File: src/flash_cmd_pkg.sv
package flash_cmd_pkg;
    // Bus geometry
    localparam int ADDR_W     = 8;
    localparam int DIV_W_DEF  = 7;
    localparam int NUM_PARAM  = 6;

    // Register byte offsets
    localparam logic [ADDR_W-1:0] OFS_CLKDIV = 8'h00;
    localparam logic [ADDR_W-1:0] OFS_STATUS = 8'h04;
    localparam logic [ADDR_W-1:0] OFS_PIDX   = 8'h08;
    localparam logic [ADDR_W-1:0] OFS_PARAM  = 8'h0C;
    localparam logic [ADDR_W-1:0] OFS_EIDX   = 8'h10;
    localparam logic [ADDR_W-1:0] OFS_ECCRES = 8'h14;
    localparam logic [ADDR_W-1:0] OFS_OPTION = 8'h18;
    localparam logic [ADDR_W-1:0] OFS_RSV2   = 8'h1C;
    localparam logic [ADDR_W-1:0] OFS_RSV3   = 8'h20;
    localparam logic [ADDR_W-1:0] OFS_RSV4   = 8'h24;
    localparam logic [ADDR_W-1:0] OFS_ECCFLG = 8'h28;

    // Field positions
    localparam int DIV_LD_BIT = 7;
    localparam int COMPLETE_BIT   = 7;
    localparam int ACCESS_ERR_BIT = 5;
    localparam int PROT_ERR_BIT   = 4;
    localparam int DBE_BIT    = 1;
    localparam int SBE_BIT    = 0;

    // Result window indices
    localparam logic [2:0] IX_PARITY = 3'h0;
    localparam logic [2:0] IX_ADDR  = 3'h1;
    localparam logic [2:0] IX_DATA0 = 3'h2;
    localparam logic [2:0] IX_DATA1 = 3'h3;
    localparam logic [2:0] IX_DATA2 = 3'h4;
    localparam logic [2:0] IX_DATA3 = 3'h5;
    localparam logic [2:0] IX_LAST  = 3'h5;

    // Reset and forced values
    localparam logic [7:0] OPT_RESET     = 8'hFF;
    localparam logic [7:0] OPT_ALL_ONES  = 8'hFF;
    localparam logic [7:0] DF_PARITY_MASK = 8'h3F;
    localparam logic [15:0] WORD_ZERO    = 16'h0000;

    // Fault report from the array read path
    typedef struct packed {
        logic             is_dflash;
        logic             dbe;
        logic             sbe;
        logic [22:0]      addr;
        logic [7:0]       parity;
        logic [3:0][15:0] data;
    } ecc_fault_t;

    // Staged parameter words handed over at launch
    typedef struct packed {
        logic [7:0]                 command_code;
        logic [NUM_PARAM-1:0][15:0] words;
    } cmd_params_t;
endpackage

File: src/flash_cmd_launch_ecc_capture.sv
// Local design decisions: the register addresses and the APB interface to the registers.
`timescale 1ns/100ps
module flash_cmd_launch_ecc_capture
#(
    parameter int DIV_W = flash_cmd_pkg::DIV_W_DEF
)
(
    // APB slave
    input  wire logic                             pclk,
    input  wire logic                             presetn,
    input  wire logic                             psel,
    input  wire logic                             penable,
    input  wire logic                             pwrite,
    input  wire logic [flash_cmd_pkg::ADDR_W-1:0] paddr,
    input  wire logic [31:0]                      pwdata,
    output logic      [31:0]                      prdata,
    output logic                                  pready,
    output logic                                  pslverr,
    // Memory controller
    output flash_cmd_pkg::cmd_params_t            cmd_params,
    output logic                                  cmd_launch,
    input  wire logic                             cmd_done,
    input  wire logic                             res_we,
    input  wire logic [2:0]                       res_idx,
    input  wire logic [15:0]                      res_data,
    input  wire logic                             prot_viol,
    // Array read path
    input  wire flash_cmd_pkg::ecc_fault_t        ecc_fault,
    input  wire logic                             opt_valid,
    input  wire logic [7:0]                       opt_data,
    input  wire logic                             opt_dbe,
    // Derived outputs
    output logic                                  time_base_tick,
    output logic [7:0]                            option_bits
);
    import flash_cmd_pkg::*;

    ////////////////////////////////////////////////////////////////////////
    logic [DIV_W-1:0]           divider_value_ff;
    logic                       divider_loaded_ff;
    logic [DIV_W-1:0]           divcnt_ff;
    logic                       tick_ff;
    logic                       cmd_complete_ff;
    logic                       access_err_ff;
    logic                       prot_err_ff;
    logic [2:0]                 pidx_ff;
    logic [NUM_PARAM-1:0][15:0] param_ff;
    cmd_params_t                cmd_params_ff;
    logic                       launch_ff;
    logic [2:0]                 eidx_ff;
    logic                       sbe_flag_ff;
    logic                       dbe_flag_ff;
    logic                       res_df_ff;
    logic [22:0]                res_addr_ff;
    logic [7:0]                 res_parity_ff;
    logic [3:0][15:0]           res_data_ff;
    logic [7:0]                 option_ff;
    logic                       opt_loaded_ff;
    logic                       pready_ff;
    logic                       pslverr_ff;
    logic [31:0]                prdata_ff;
    logic                       access;
    logic                       wr;
    logic                       wr_div;
    logic                       wr_stat;
    logic                       wr_param;
    logic                       wr_flg;
    logic                       launch_req;
    logic                       nxt_sbe;
    logic                       nxt_dbe;
    logic                       fault_free;
    logic                       capture;
    logic [15:0]                ecc_word;
    logic [15:0]                param_word;
    logic [31:0]                nxt_prdata;
    logic                       nxt_slverr;

    ////////////////////////////////////////////////////////////////////////
    // Output wiring
    assign prdata         = prdata_ff;
    assign pready         = pready_ff;
    assign pslverr        = pslverr_ff;
    assign cmd_params     = cmd_params_ff;
    assign cmd_launch     = launch_ff;
    assign time_base_tick = tick_ff;
    assign option_bits    = option_ff;

    // Write strobes at the completing access edge
    assign access   = psel & penable & pready_ff;
    assign wr       = access & pwrite;
    assign wr_div   = wr & (paddr == OFS_CLKDIV);
    assign wr_stat  = wr & (paddr == OFS_STATUS);
    assign wr_flg   = wr & (paddr == OFS_ECCFLG);
    assign wr_param = wr & (paddr == OFS_PARAM) & cmd_complete_ff & (pidx_ff <= IX_LAST);
    assign launch_req = wr_stat & pwdata[COMPLETE_BIT] & cmd_complete_ff;

    ////////////////////////////////////////////////////////////////////////
    // APB handshake: one wait state, registered answer
    always_ff @(posedge pclk or negedge presetn)
    begin
        if (!presetn)
        begin
            pready_ff  <= 1'b0;
            pslverr_ff <= 1'b0;
            prdata_ff  <= '0;
        end
        else
        begin
            pready_ff  <= psel & penable & ~pready_ff;
            pslverr_ff <= psel & penable & ~pready_ff & nxt_slverr;
            if (psel & penable & ~pready_ff)
                prdata_ff <= pwrite ? '0 : nxt_prdata;
        end
    end

    // Result window multiplexer
    always_comb
    begin
        unique case (eidx_ff)
            IX_PARITY: ecc_word = {res_parity_ff, 1'b0, res_addr_ff[22:16]};
            IX_ADDR:  ecc_word = res_addr_ff[15:0];
            IX_DATA0: ecc_word = res_data_ff[0];
            IX_DATA1: ecc_word = res_data_ff[1];
            IX_DATA2: ecc_word = res_data_ff[2];
            IX_DATA3: ecc_word = res_data_ff[3];
            default:  ecc_word = WORD_ZERO;
        endcase
        param_word = (pidx_ff <= IX_LAST) ? param_ff[pidx_ff] : WORD_ZERO;
    end

    // Read decode; unmapped addresses answer with an error
    always_comb
    begin
        nxt_prdata = '0;
        nxt_slverr = 1'b0;
        unique case (paddr)
            OFS_CLKDIV:
            begin
                nxt_prdata[DIV_W-1:0]  = divider_value_ff;
                nxt_prdata[DIV_LD_BIT] = divider_loaded_ff;
            end
            OFS_STATUS:
            begin
                nxt_prdata[COMPLETE_BIT]   = cmd_complete_ff;
                nxt_prdata[ACCESS_ERR_BIT] = access_err_ff;
                nxt_prdata[PROT_ERR_BIT]   = prot_err_ff;
            end
            OFS_PIDX:   nxt_prdata[2:0]  = pidx_ff;
            OFS_PARAM:  nxt_prdata[15:0] = param_word;
            OFS_EIDX:   nxt_prdata[2:0]  = eidx_ff;
            OFS_ECCRES: nxt_prdata[15:0] = ecc_word;
            OFS_OPTION: nxt_prdata[7:0]  = option_ff;
            OFS_RSV2, OFS_RSV3, OFS_RSV4: nxt_prdata = '0;
            OFS_ECCFLG:
            begin
                nxt_prdata[DBE_BIT] = dbe_flag_ff;
                nxt_prdata[SBE_BIT] = sbe_flag_ff;
            end
            default:    nxt_slverr = 1'b1;
        endcase
    end

    ////////////////////////////////////////////////////////////////////////
    // Clock divider register and loaded flag
    always_ff @(posedge pclk or negedge presetn)
    begin
        if (!presetn)
        begin
            divider_value_ff  <= '0;
            divider_loaded_ff <= 1'b0;
        end
        else if (wr_div)
        begin
            divider_value_ff  <= pwdata[DIV_W-1:0];
            divider_loaded_ff <= 1'b1;
        end
    end

    // Program time base: one pulse every divider_value+1 cycles
    always_ff @(posedge pclk or negedge presetn)
    begin
        if (!presetn)
        begin
            divcnt_ff <= '0;
            tick_ff   <= 1'b0;
        end
        else if (!divider_loaded_ff || wr_div)
        begin
            divcnt_ff <= '0;
            tick_ff   <= 1'b0;
        end
        else if (divcnt_ff >= divider_value_ff)
        begin
            divcnt_ff <= '0;
            tick_ff   <= 1'b1;
        end
        else
        begin
            divcnt_ff <= divcnt_ff + 1'b1;
            tick_ff   <= 1'b0;
        end
    end

    ////////////////////////////////////////////////////////////////////////
    // Completion flag and launch
    always_ff @(posedge pclk or negedge presetn)
    begin
        if (!presetn)
        begin
            cmd_complete_ff <= 1'b1;
            launch_ff       <= 1'b0;
        end
        else
        begin
            launch_ff <= launch_req & divider_loaded_ff;
            if (launch_req & divider_loaded_ff)
                cmd_complete_ff <= 1'b0;
            else if (cmd_done & ~cmd_complete_ff)
                cmd_complete_ff <= 1'b1;
        end
    end

    // Error flags: hardware set wins over software clear
    always_ff @(posedge pclk or negedge presetn)
    begin
        if (!presetn)
        begin
            access_err_ff <= 1'b0;
            prot_err_ff   <= 1'b0;
        end
        else
        begin
            access_err_ff <= (access_err_ff & ~(wr_stat & pwdata[ACCESS_ERR_BIT]))
                           | (launch_req & ~divider_loaded_ff);
            prot_err_ff   <= (prot_err_ff & ~(wr_stat & pwdata[PROT_ERR_BIT]))
                           | prot_viol;
        end
    end

    // Parameter index
    always_ff @(posedge pclk or negedge presetn)
    begin
        if (!presetn)
            pidx_ff <= '0;
        else if (wr & (paddr == OFS_PIDX) & cmd_complete_ff)
            pidx_ff <= pwdata[2:0];
    end

    // Parameter array: software stages, controller returns results
    always_ff @(posedge pclk or negedge presetn)
    begin
        if (!presetn)
            param_ff <= '0;
        else if (wr_param)
            param_ff[pidx_ff] <= pwdata[15:0];
        else if (res_we & ~cmd_complete_ff & (res_idx <= IX_LAST))
            param_ff[res_idx] <= res_data;
    end

    // Snapshot handed to the controller at launch
    always_ff @(posedge pclk or negedge presetn)
    begin
        if (!presetn)
            cmd_params_ff <= '0;
        else if (launch_req & divider_loaded_ff)
        begin
            cmd_params_ff.words        <= param_ff;
            cmd_params_ff.command_code <= param_ff[IX_PARITY][15:8];
        end
    end

    ////////////////////////////////////////////////////////////////////////
    // Fault flags after this cycle's software clear
    always_comb
    begin
        nxt_sbe    = sbe_flag_ff & ~(wr_flg & pwdata[SBE_BIT]);
        nxt_dbe    = dbe_flag_ff & ~(wr_flg & pwdata[DBE_BIT]);
        fault_free = ~nxt_sbe & ~nxt_dbe;
        capture    = fault_free & (ecc_fault.sbe | ecc_fault.dbe);
    end

    // Fault flags, double-bit preferred
    always_ff @(posedge pclk or negedge presetn)
    begin
        if (!presetn)
        begin
            sbe_flag_ff <= 1'b0;
            dbe_flag_ff <= 1'b0;
        end
        else
        begin
            sbe_flag_ff <= nxt_sbe | (capture & ~ecc_fault.dbe);
            dbe_flag_ff <= nxt_dbe | (capture & ecc_fault.dbe);
        end
    end

    // Fault detail capture, written only by the array path
    always_ff @(posedge pclk or negedge presetn)
    begin
        if (!presetn)
        begin
            res_df_ff     <= 1'b0;
            res_addr_ff   <= '0;
            res_parity_ff <= '0;
            res_data_ff   <= '0;
        end
        else if (capture)
        begin
            res_df_ff   <= ecc_fault.is_dflash;
            res_addr_ff <= ecc_fault.addr;
            if (ecc_fault.is_dflash)
            begin
                res_parity_ff <= ecc_fault.parity & DF_PARITY_MASK;
                res_data_ff   <= {{3{WORD_ZERO}}, ecc_fault.data[0]};
            end
            else
            begin
                res_parity_ff <= ecc_fault.parity;
                res_data_ff   <= ecc_fault.data;
            end
        end
    end

    // Result window index
    always_ff @(posedge pclk or negedge presetn)
    begin
        if (!presetn)
            eidx_ff <= '0;
        else if (wr & (paddr == OFS_EIDX))
            eidx_ff <= pwdata[2:0];
    end

    // Option byte, loaded once after reset release
    always_ff @(posedge pclk or negedge presetn)
    begin
        if (!presetn)
        begin
            option_ff     <= OPT_RESET;
            opt_loaded_ff <= 1'b0;
        end
        else if (opt_valid & ~opt_loaded_ff)
        begin
            option_ff     <= opt_dbe ? OPT_ALL_ONES : opt_data;
            opt_loaded_ff <= 1'b1;
        end
    end

    ////////////////////////////////////////////////////////////////////////
    // Checks
    property p_hold;
        @(posedge pclk) disable iff (!presetn)
        (sbe_flag_ff | dbe_flag_ff) & ~wr_flg |=> $stable(res_addr_ff) && $stable(res_data_ff);
    endproperty
    a_hold: assert property (p_hold) else $error("fault details changed while held");

    property p_prio;
        @(posedge pclk) disable iff (!presetn)
        fault_free & ecc_fault.sbe & ecc_fault.dbe |=> dbe_flag_ff & ~sbe_flag_ff;
    endproperty
    a_prio: assert property (p_prio) else $error("single fault beat double fault");

    property p_ro;
        @(posedge pclk) disable iff (!presetn)
        wr & (paddr == OFS_ECCRES) & ~capture |=> $stable(res_parity_ff);
    endproperty
    a_ro: assert property (p_ro) else $error("result window altered by write");

    property p_ix0;
        @(posedge pclk) disable iff (!presetn)
        access & ~pwrite & (paddr == OFS_ECCRES) & (eidx_ff == IX_PARITY) & $stable(res_parity_ff)
        |-> prdata_ff[15:0] == {res_parity_ff, 1'b0, res_addr_ff[22:16]};
    endproperty
    a_ix0: assert property (p_ix0) else $error("index 0 word wrong");

    property p_unused;
        @(posedge pclk) disable iff (!presetn)
        access & ~pwrite & ($past(paddr) == OFS_ECCRES) & ($past(eidx_ff) > IX_LAST) |-> prdata_ff == '0;
    endproperty
    a_unused: assert property (p_unused) else $error("unused index not zero");

    property p_opt;
        @(posedge pclk) disable iff (!presetn)
        opt_valid & opt_dbe & ~opt_loaded_ff |=> option_ff == OPT_ALL_ONES;
    endproperty
    a_opt: assert property (p_opt) else $error("option not forced to ones");

    property p_rsv;
        @(posedge pclk) disable iff (!presetn)
        access & (paddr == OFS_RSV3) |-> prdata_ff == '0 && !pslverr_ff;
    endproperty
    a_rsv: assert property (p_rsv) else $error("reserved register not zero");

    property p_nodiv;
        @(posedge pclk) disable iff (!presetn)
        launch_req & ~divider_loaded_ff |=> access_err_ff & cmd_complete_ff & ~launch_ff [*2];
    endproperty
    a_nodiv: assert property (p_nodiv) else $error("launch ran without divider");

    property p_lock;
        @(posedge pclk) disable iff (!presetn)
        ~cmd_complete_ff & ~res_we |=> $stable(param_ff);
    endproperty
    a_lock: assert property (p_lock) else $error("parameters changed while busy");

    property p_launch;
        @(posedge pclk) disable iff (!presetn)
        launch_req & divider_loaded_ff |=> launch_ff & ~cmd_complete_ff
        && cmd_params_ff.words == $past(param_ff);
    endproperty
    a_launch: assert property (p_launch) else $error("launch handover wrong");

    property p_done;
        @(posedge pclk) disable iff (!presetn)
        ~cmd_complete_ff & ~cmd_done |=> ~cmd_complete_ff;
    endproperty
    a_done: assert property (p_done) else $error("completion rose early");

    c_launch: cover property (@(posedge pclk) disable iff (!presetn) launch_ff ##[1:50] cmd_complete_ff);
    c_dbe:    cover property (@(posedge pclk) disable iff (!presetn) capture & ecc_fault.dbe);
    c_nodiv:  cover property (@(posedge pclk) disable iff (!presetn) launch_req & ~divider_loaded_ff);
endmodule

File: config.mk
export PLATFORM = sky130hd
export DESIGN_NAME = flash_cmd_launch_ecc_capture
export DESIGN_NICKNAME = d
export VERILOG_FILES = /design/src/flash_cmd_pkg.sv /design/src/flash_cmd_launch_ecc_capture.sv
export SDC_FILE = /design/constraint.sdc
export NUM_CORES = 1
export LEC_CHECK = 0
export BUFFER_PORTS_ARGS = -buffer_cell sky130_fd_sc_hd__buf_2
export CORE_MARGIN = 5
export CORE_UTILIZATION = 56
export DETAILED_ROUTE_END_ITERATION = 8
export GPL_ROUTABILITY_DRIVEN = 0
export HOLD_SLACK_MARGIN = 0.1
export PLACE_DENSITY = 0.81
export SLEW_MARGIN = 0
export SYNTH_ARGS = -nofsm -noshare
export SYNTH_HDL_FRONTEND = slang
export SYNTH_SLANG_ARGS = --single-unit
File: constraint.sdc
create_clock -name pclk -period 2.25 [get_ports pclk]
set_input_delay 0.3375 -clock pclk [delete_from_list [all_inputs] [get_ports pclk]]
set_output_delay 0.3375 -clock pclk [all_outputs]
set_load 0.05 [all_outputs]
==> flow_metrics.py <==
metrics = {
    "outcome": {
        "status": "complete, no violations",
    },
    "placement": {
        "numPortBuffers": 290,
        "dpl_cell_area_mm2": 0.0184,
        "hpwl_mm": 35.3,
    },
    "detailed_routing": {
        "drt_iter0_drc": 1428,
        "vias_per_cell": 6.19,
        "via_count": 13100,
        "post-route-drc-count": 0,
        "routed_wl_mm": 49.4,
        "drt-wirelength-per-cell_um": 23.4,
        "firstDrtPassIters": 5,
        "ant_nets": 0,
    },
    "worst_setup_path": {
        "critical_path_buf_inv_count": 0,
        "r2r-end": "param_ff[29]",
        "crit_fanout": 17,
        "worst_ep_required_time_ps": 2650,
        "start_kind": "flip-flop",
        "ff2ff_setup_slack_ps": 40,
        "endpoint_kind": "flip-flop",
        "path_class": "reg -> reg",
        "slowest_delay_ps": 970,
        "cp_cell_sequence": "nor3_2 -> nor2_2 -> a21o_1",
        "slowest_stage": "nor3_2",
        "cp_top_family": "simple AND/OR/NAND/NOR gates",
        "reg2regPathDepth": 3,
        "cp.arrival_ps": 2610,
        "worstReg2RegStart": "cmd_complete_ff",
    },
    "cts": {
        "cts.sinks": 342,
        "post_cts_buffers": 0,
        "cts_tree": "done",
        "clockBufferDepth": 3,
        "cts-root-buf": "clkbuf_16",
        "clock_latency_ps": 530,
        "htree_levels": 2,
        "clkTransAtPathRegs_ps": 60,
        "numCtsBuffers": 35,
    },
    "sta": {
        "skew_ps": 26.3,
        "min_period_ps": 2210,
        "relSlewSlack_pct": 21.1,
        "fmax_ghz": 0.452,
        "final.setup.tns_ps": 0,
        "rsz0062_at_grt": "no",
        "maxSlewViolCount": 0,
        "finalSetupViolCount": 0,
        "tightestPinTransition_ps": 1180,
        "finalHoldViolCount": 0,
        "final.period_utilization_pct": 98.4,
    },
    "logic_synthesis": {
        "async_flop_share_pct": 100,
        "post_synth.cell_area_avg_um2": 12.2,
        "synth.area.top_cells": "dfrtp_1, mux2_2, a22o_1",
        "syn_inst": 1339,
        "synth_mux_area_share_pct": 19.1,
        "synth_seq_area_share_pct": 52.6,
        "synth-simple-area-share_pct": 7.81,
        "synth.distinct_cells": 63,
        "yosys.cell_count.top_type": "dfrtp_1",
        "ys_warn_count": 0,
        "ys_seq_elements": 342,
        "synthFlopType": "dfrtp_1",
        "synth_top_cell_by_area": "dfrtp_1",
        "synth_common_cells": "dfrtp_1, mux2_2, a21o_1, a22o_1, nor2b_1",
        "synth_top_area_share_pct": 51.2,
        "synth_top_family_by_area": "multiplexers",
        "synthAdderAreaFrac_pct": 0.614,
        "synth-compound-area-share_pct": 14.9,
        "synth_edf_count": 0,
        "netlist_area_mm2": 0.0163,
        "synth_xor_area_share_pct": 0.323,
    },
    "die": {
        "die_w_um": 181,
        "die_h_um": 181,
        "initial_core_util_pct": 56.8,
        "fp-row-count": 62,
        "fp.dieArea_mm2": 0.0326,
        "coreArea_mm2": 0.0287,
        "io-pin-count": 323,
    },
    "power": {
        "leakage_uw": 0.0105,
        "power.total_uw": 14200,
        "power_density_mw_per_mm2": 703,
        "ir_worst_vdd_v": 0.000462,
    },
    "global_route": {
        "grt_pass1_vias": 13500,
        "antenna_found_initial": 9,
        "track_usage_pct": 29.8,
        "grt_max_degree": 96,
        "grt_pass1_wl_mm": 77.1,
        "globalRouteOverflowTotal": 0,
    },
    "job": {
        "maxCapViolCount": 0,
    },
    "min_path": {
        "whs_endpoint": "option_bits[0]",
        "hold_class": "in -> reg",
        "hold_start": "opt_data[0]",
        "min_path_cells": 3,
    },
    "cells_and_area": {
        "final_cell_area_mm2": 0.0202,
        "nNetsFinal": 1881,
        "synthToLayoutAreaGrowth_pct": 23.9,
        "drive_gt1_share_pct": 36.7,
    },
}
timing repair:
action | in CTS | in global routing
endpoints found under the hold margin | 103 | 0
hold buffers | 58 | 0
resized for setup | 0 | 0
logic make-up after synthesis:
kind of cell | count (synthesis)
AO/OA/AOI/OAI | 331
buffers and inverters | 155
multiplexers | 273
other | 1
AND/OR/NAND/NOR | 223
XOR/XNOR | 6
adder cells (fa/ha/maj) | 8
flip-flops | 342
layout make-up:
cell class	count	area (um^2)
clock buffers	49	1030
repair buffers	422	2770
fillers	1966	8510
well taps	384	480
clock inverters	11	128
inverters	40	150
multi-input cells	857	7040
flip-flops and latches	342	8570
diodes	6	15.0
per-layer routing:
metal / vias up / part of all wire [%] / global-route usage [%]
met1: 6457 / 39 / 40.3
met2: 849 / 45 / 45.8
met3: 193 / 9.9 / 6.86
li1: 5562 / - / -
met4: 6 / 5.9 / 14.7
met5: - / 0.095 / 0
power by group:
group / internal, uW / total (uW) / switching (uW)
registers: 6590 / 6890 / 299
logic: 646 / 1450 / 808
clock network: 3440 / 5860 / 2420
through the flow:
stage               hold slack (ps)  util [%]  cells  setup WS, ps
global placement                295      64.2   1987          2.97
finish                         98.3      70.3   2111          36.4
CTS                             104      70.3   2105           122
global route                    140      70.3   2111          8.82
floorplan                      41.9         -   1354          75.6
detailed placement              299      64.2   1987         -55.6
worst register-to-register path: cells and delay by family, from the launching register on:
family             cells  cell delay [ps]
and+or+nand+nor        2             1360
DFF                    1              460
AOI/OAI and AO/OA      1              280
layout by cell type (no fill, tap or decap), types with 5 or more instances in the layout:
master,Yosys,routed
o21ai_0,50,50
nor2_1,35,35
nor2_2,6,5
clkbuf_1,43,5
mux2i_1,47,47
mux2_2,168,168
a21o_1,82,82
a22o_1,80,80
clkbuf_16,0,36
dfrtp_1,333,330
nor2b_1,57,57
clkinv_2,0,5
clkbuf_8,0,8
diode_2,0,6
buf_4,31,60
a21oi_1,8,8
buf_2,26,289
nand3_1,12,12
mux4_2,8,8
mux2_1,50,50
inv_1,40,40
nand3b_1,6,6
a22oi_1,49,49
ha_1,8,8
nand2b_1,8,8
o211ai_1,5,5
dlygate4sd3_1,0,58
o22ai_1,24,24
dfstp_2,9,9
nor3_1,9,7
buf_12,0,14
conb_1,1,16
nor3_4,6,6
and3_1,6,6
nand2_1,54,54
flip-flops by register name, indices dropped and copies added (netlist names), 3 cells and up:
name,count
res_addr_ff,23
param_ff,96
res_parity_ff,8
eidx_ff,3
prdata,16
cmd_params,96
res_data_ff,64
divcnt_ff,7
divider_value_ff,7
pidx_ff,3
option_bits,8
how the worst max path moves through the flow:
| stage | start | endpoint | slack (ps) | cells past startpoint |
|---|---|---|---|---|
| after CTS | cmd_complete_ff | param_ff[29] | 120 | 3 |
| final | cmd_complete_ff | param_ff[29] | 40 | 3 |
| after global routing | cmd_complete_ff | param_ff[27] | 9 | 3 |
| after floorplan | paddr[5] | cmd_params[48] | 80 | 8 |
| after detailed placement | res_idx[1] | param_ff[29] | -60 | 5 |
| after global placement | res_idx[1] | param_ff[27] | 3 | 5 |
(Power assumes the default switching activity.)
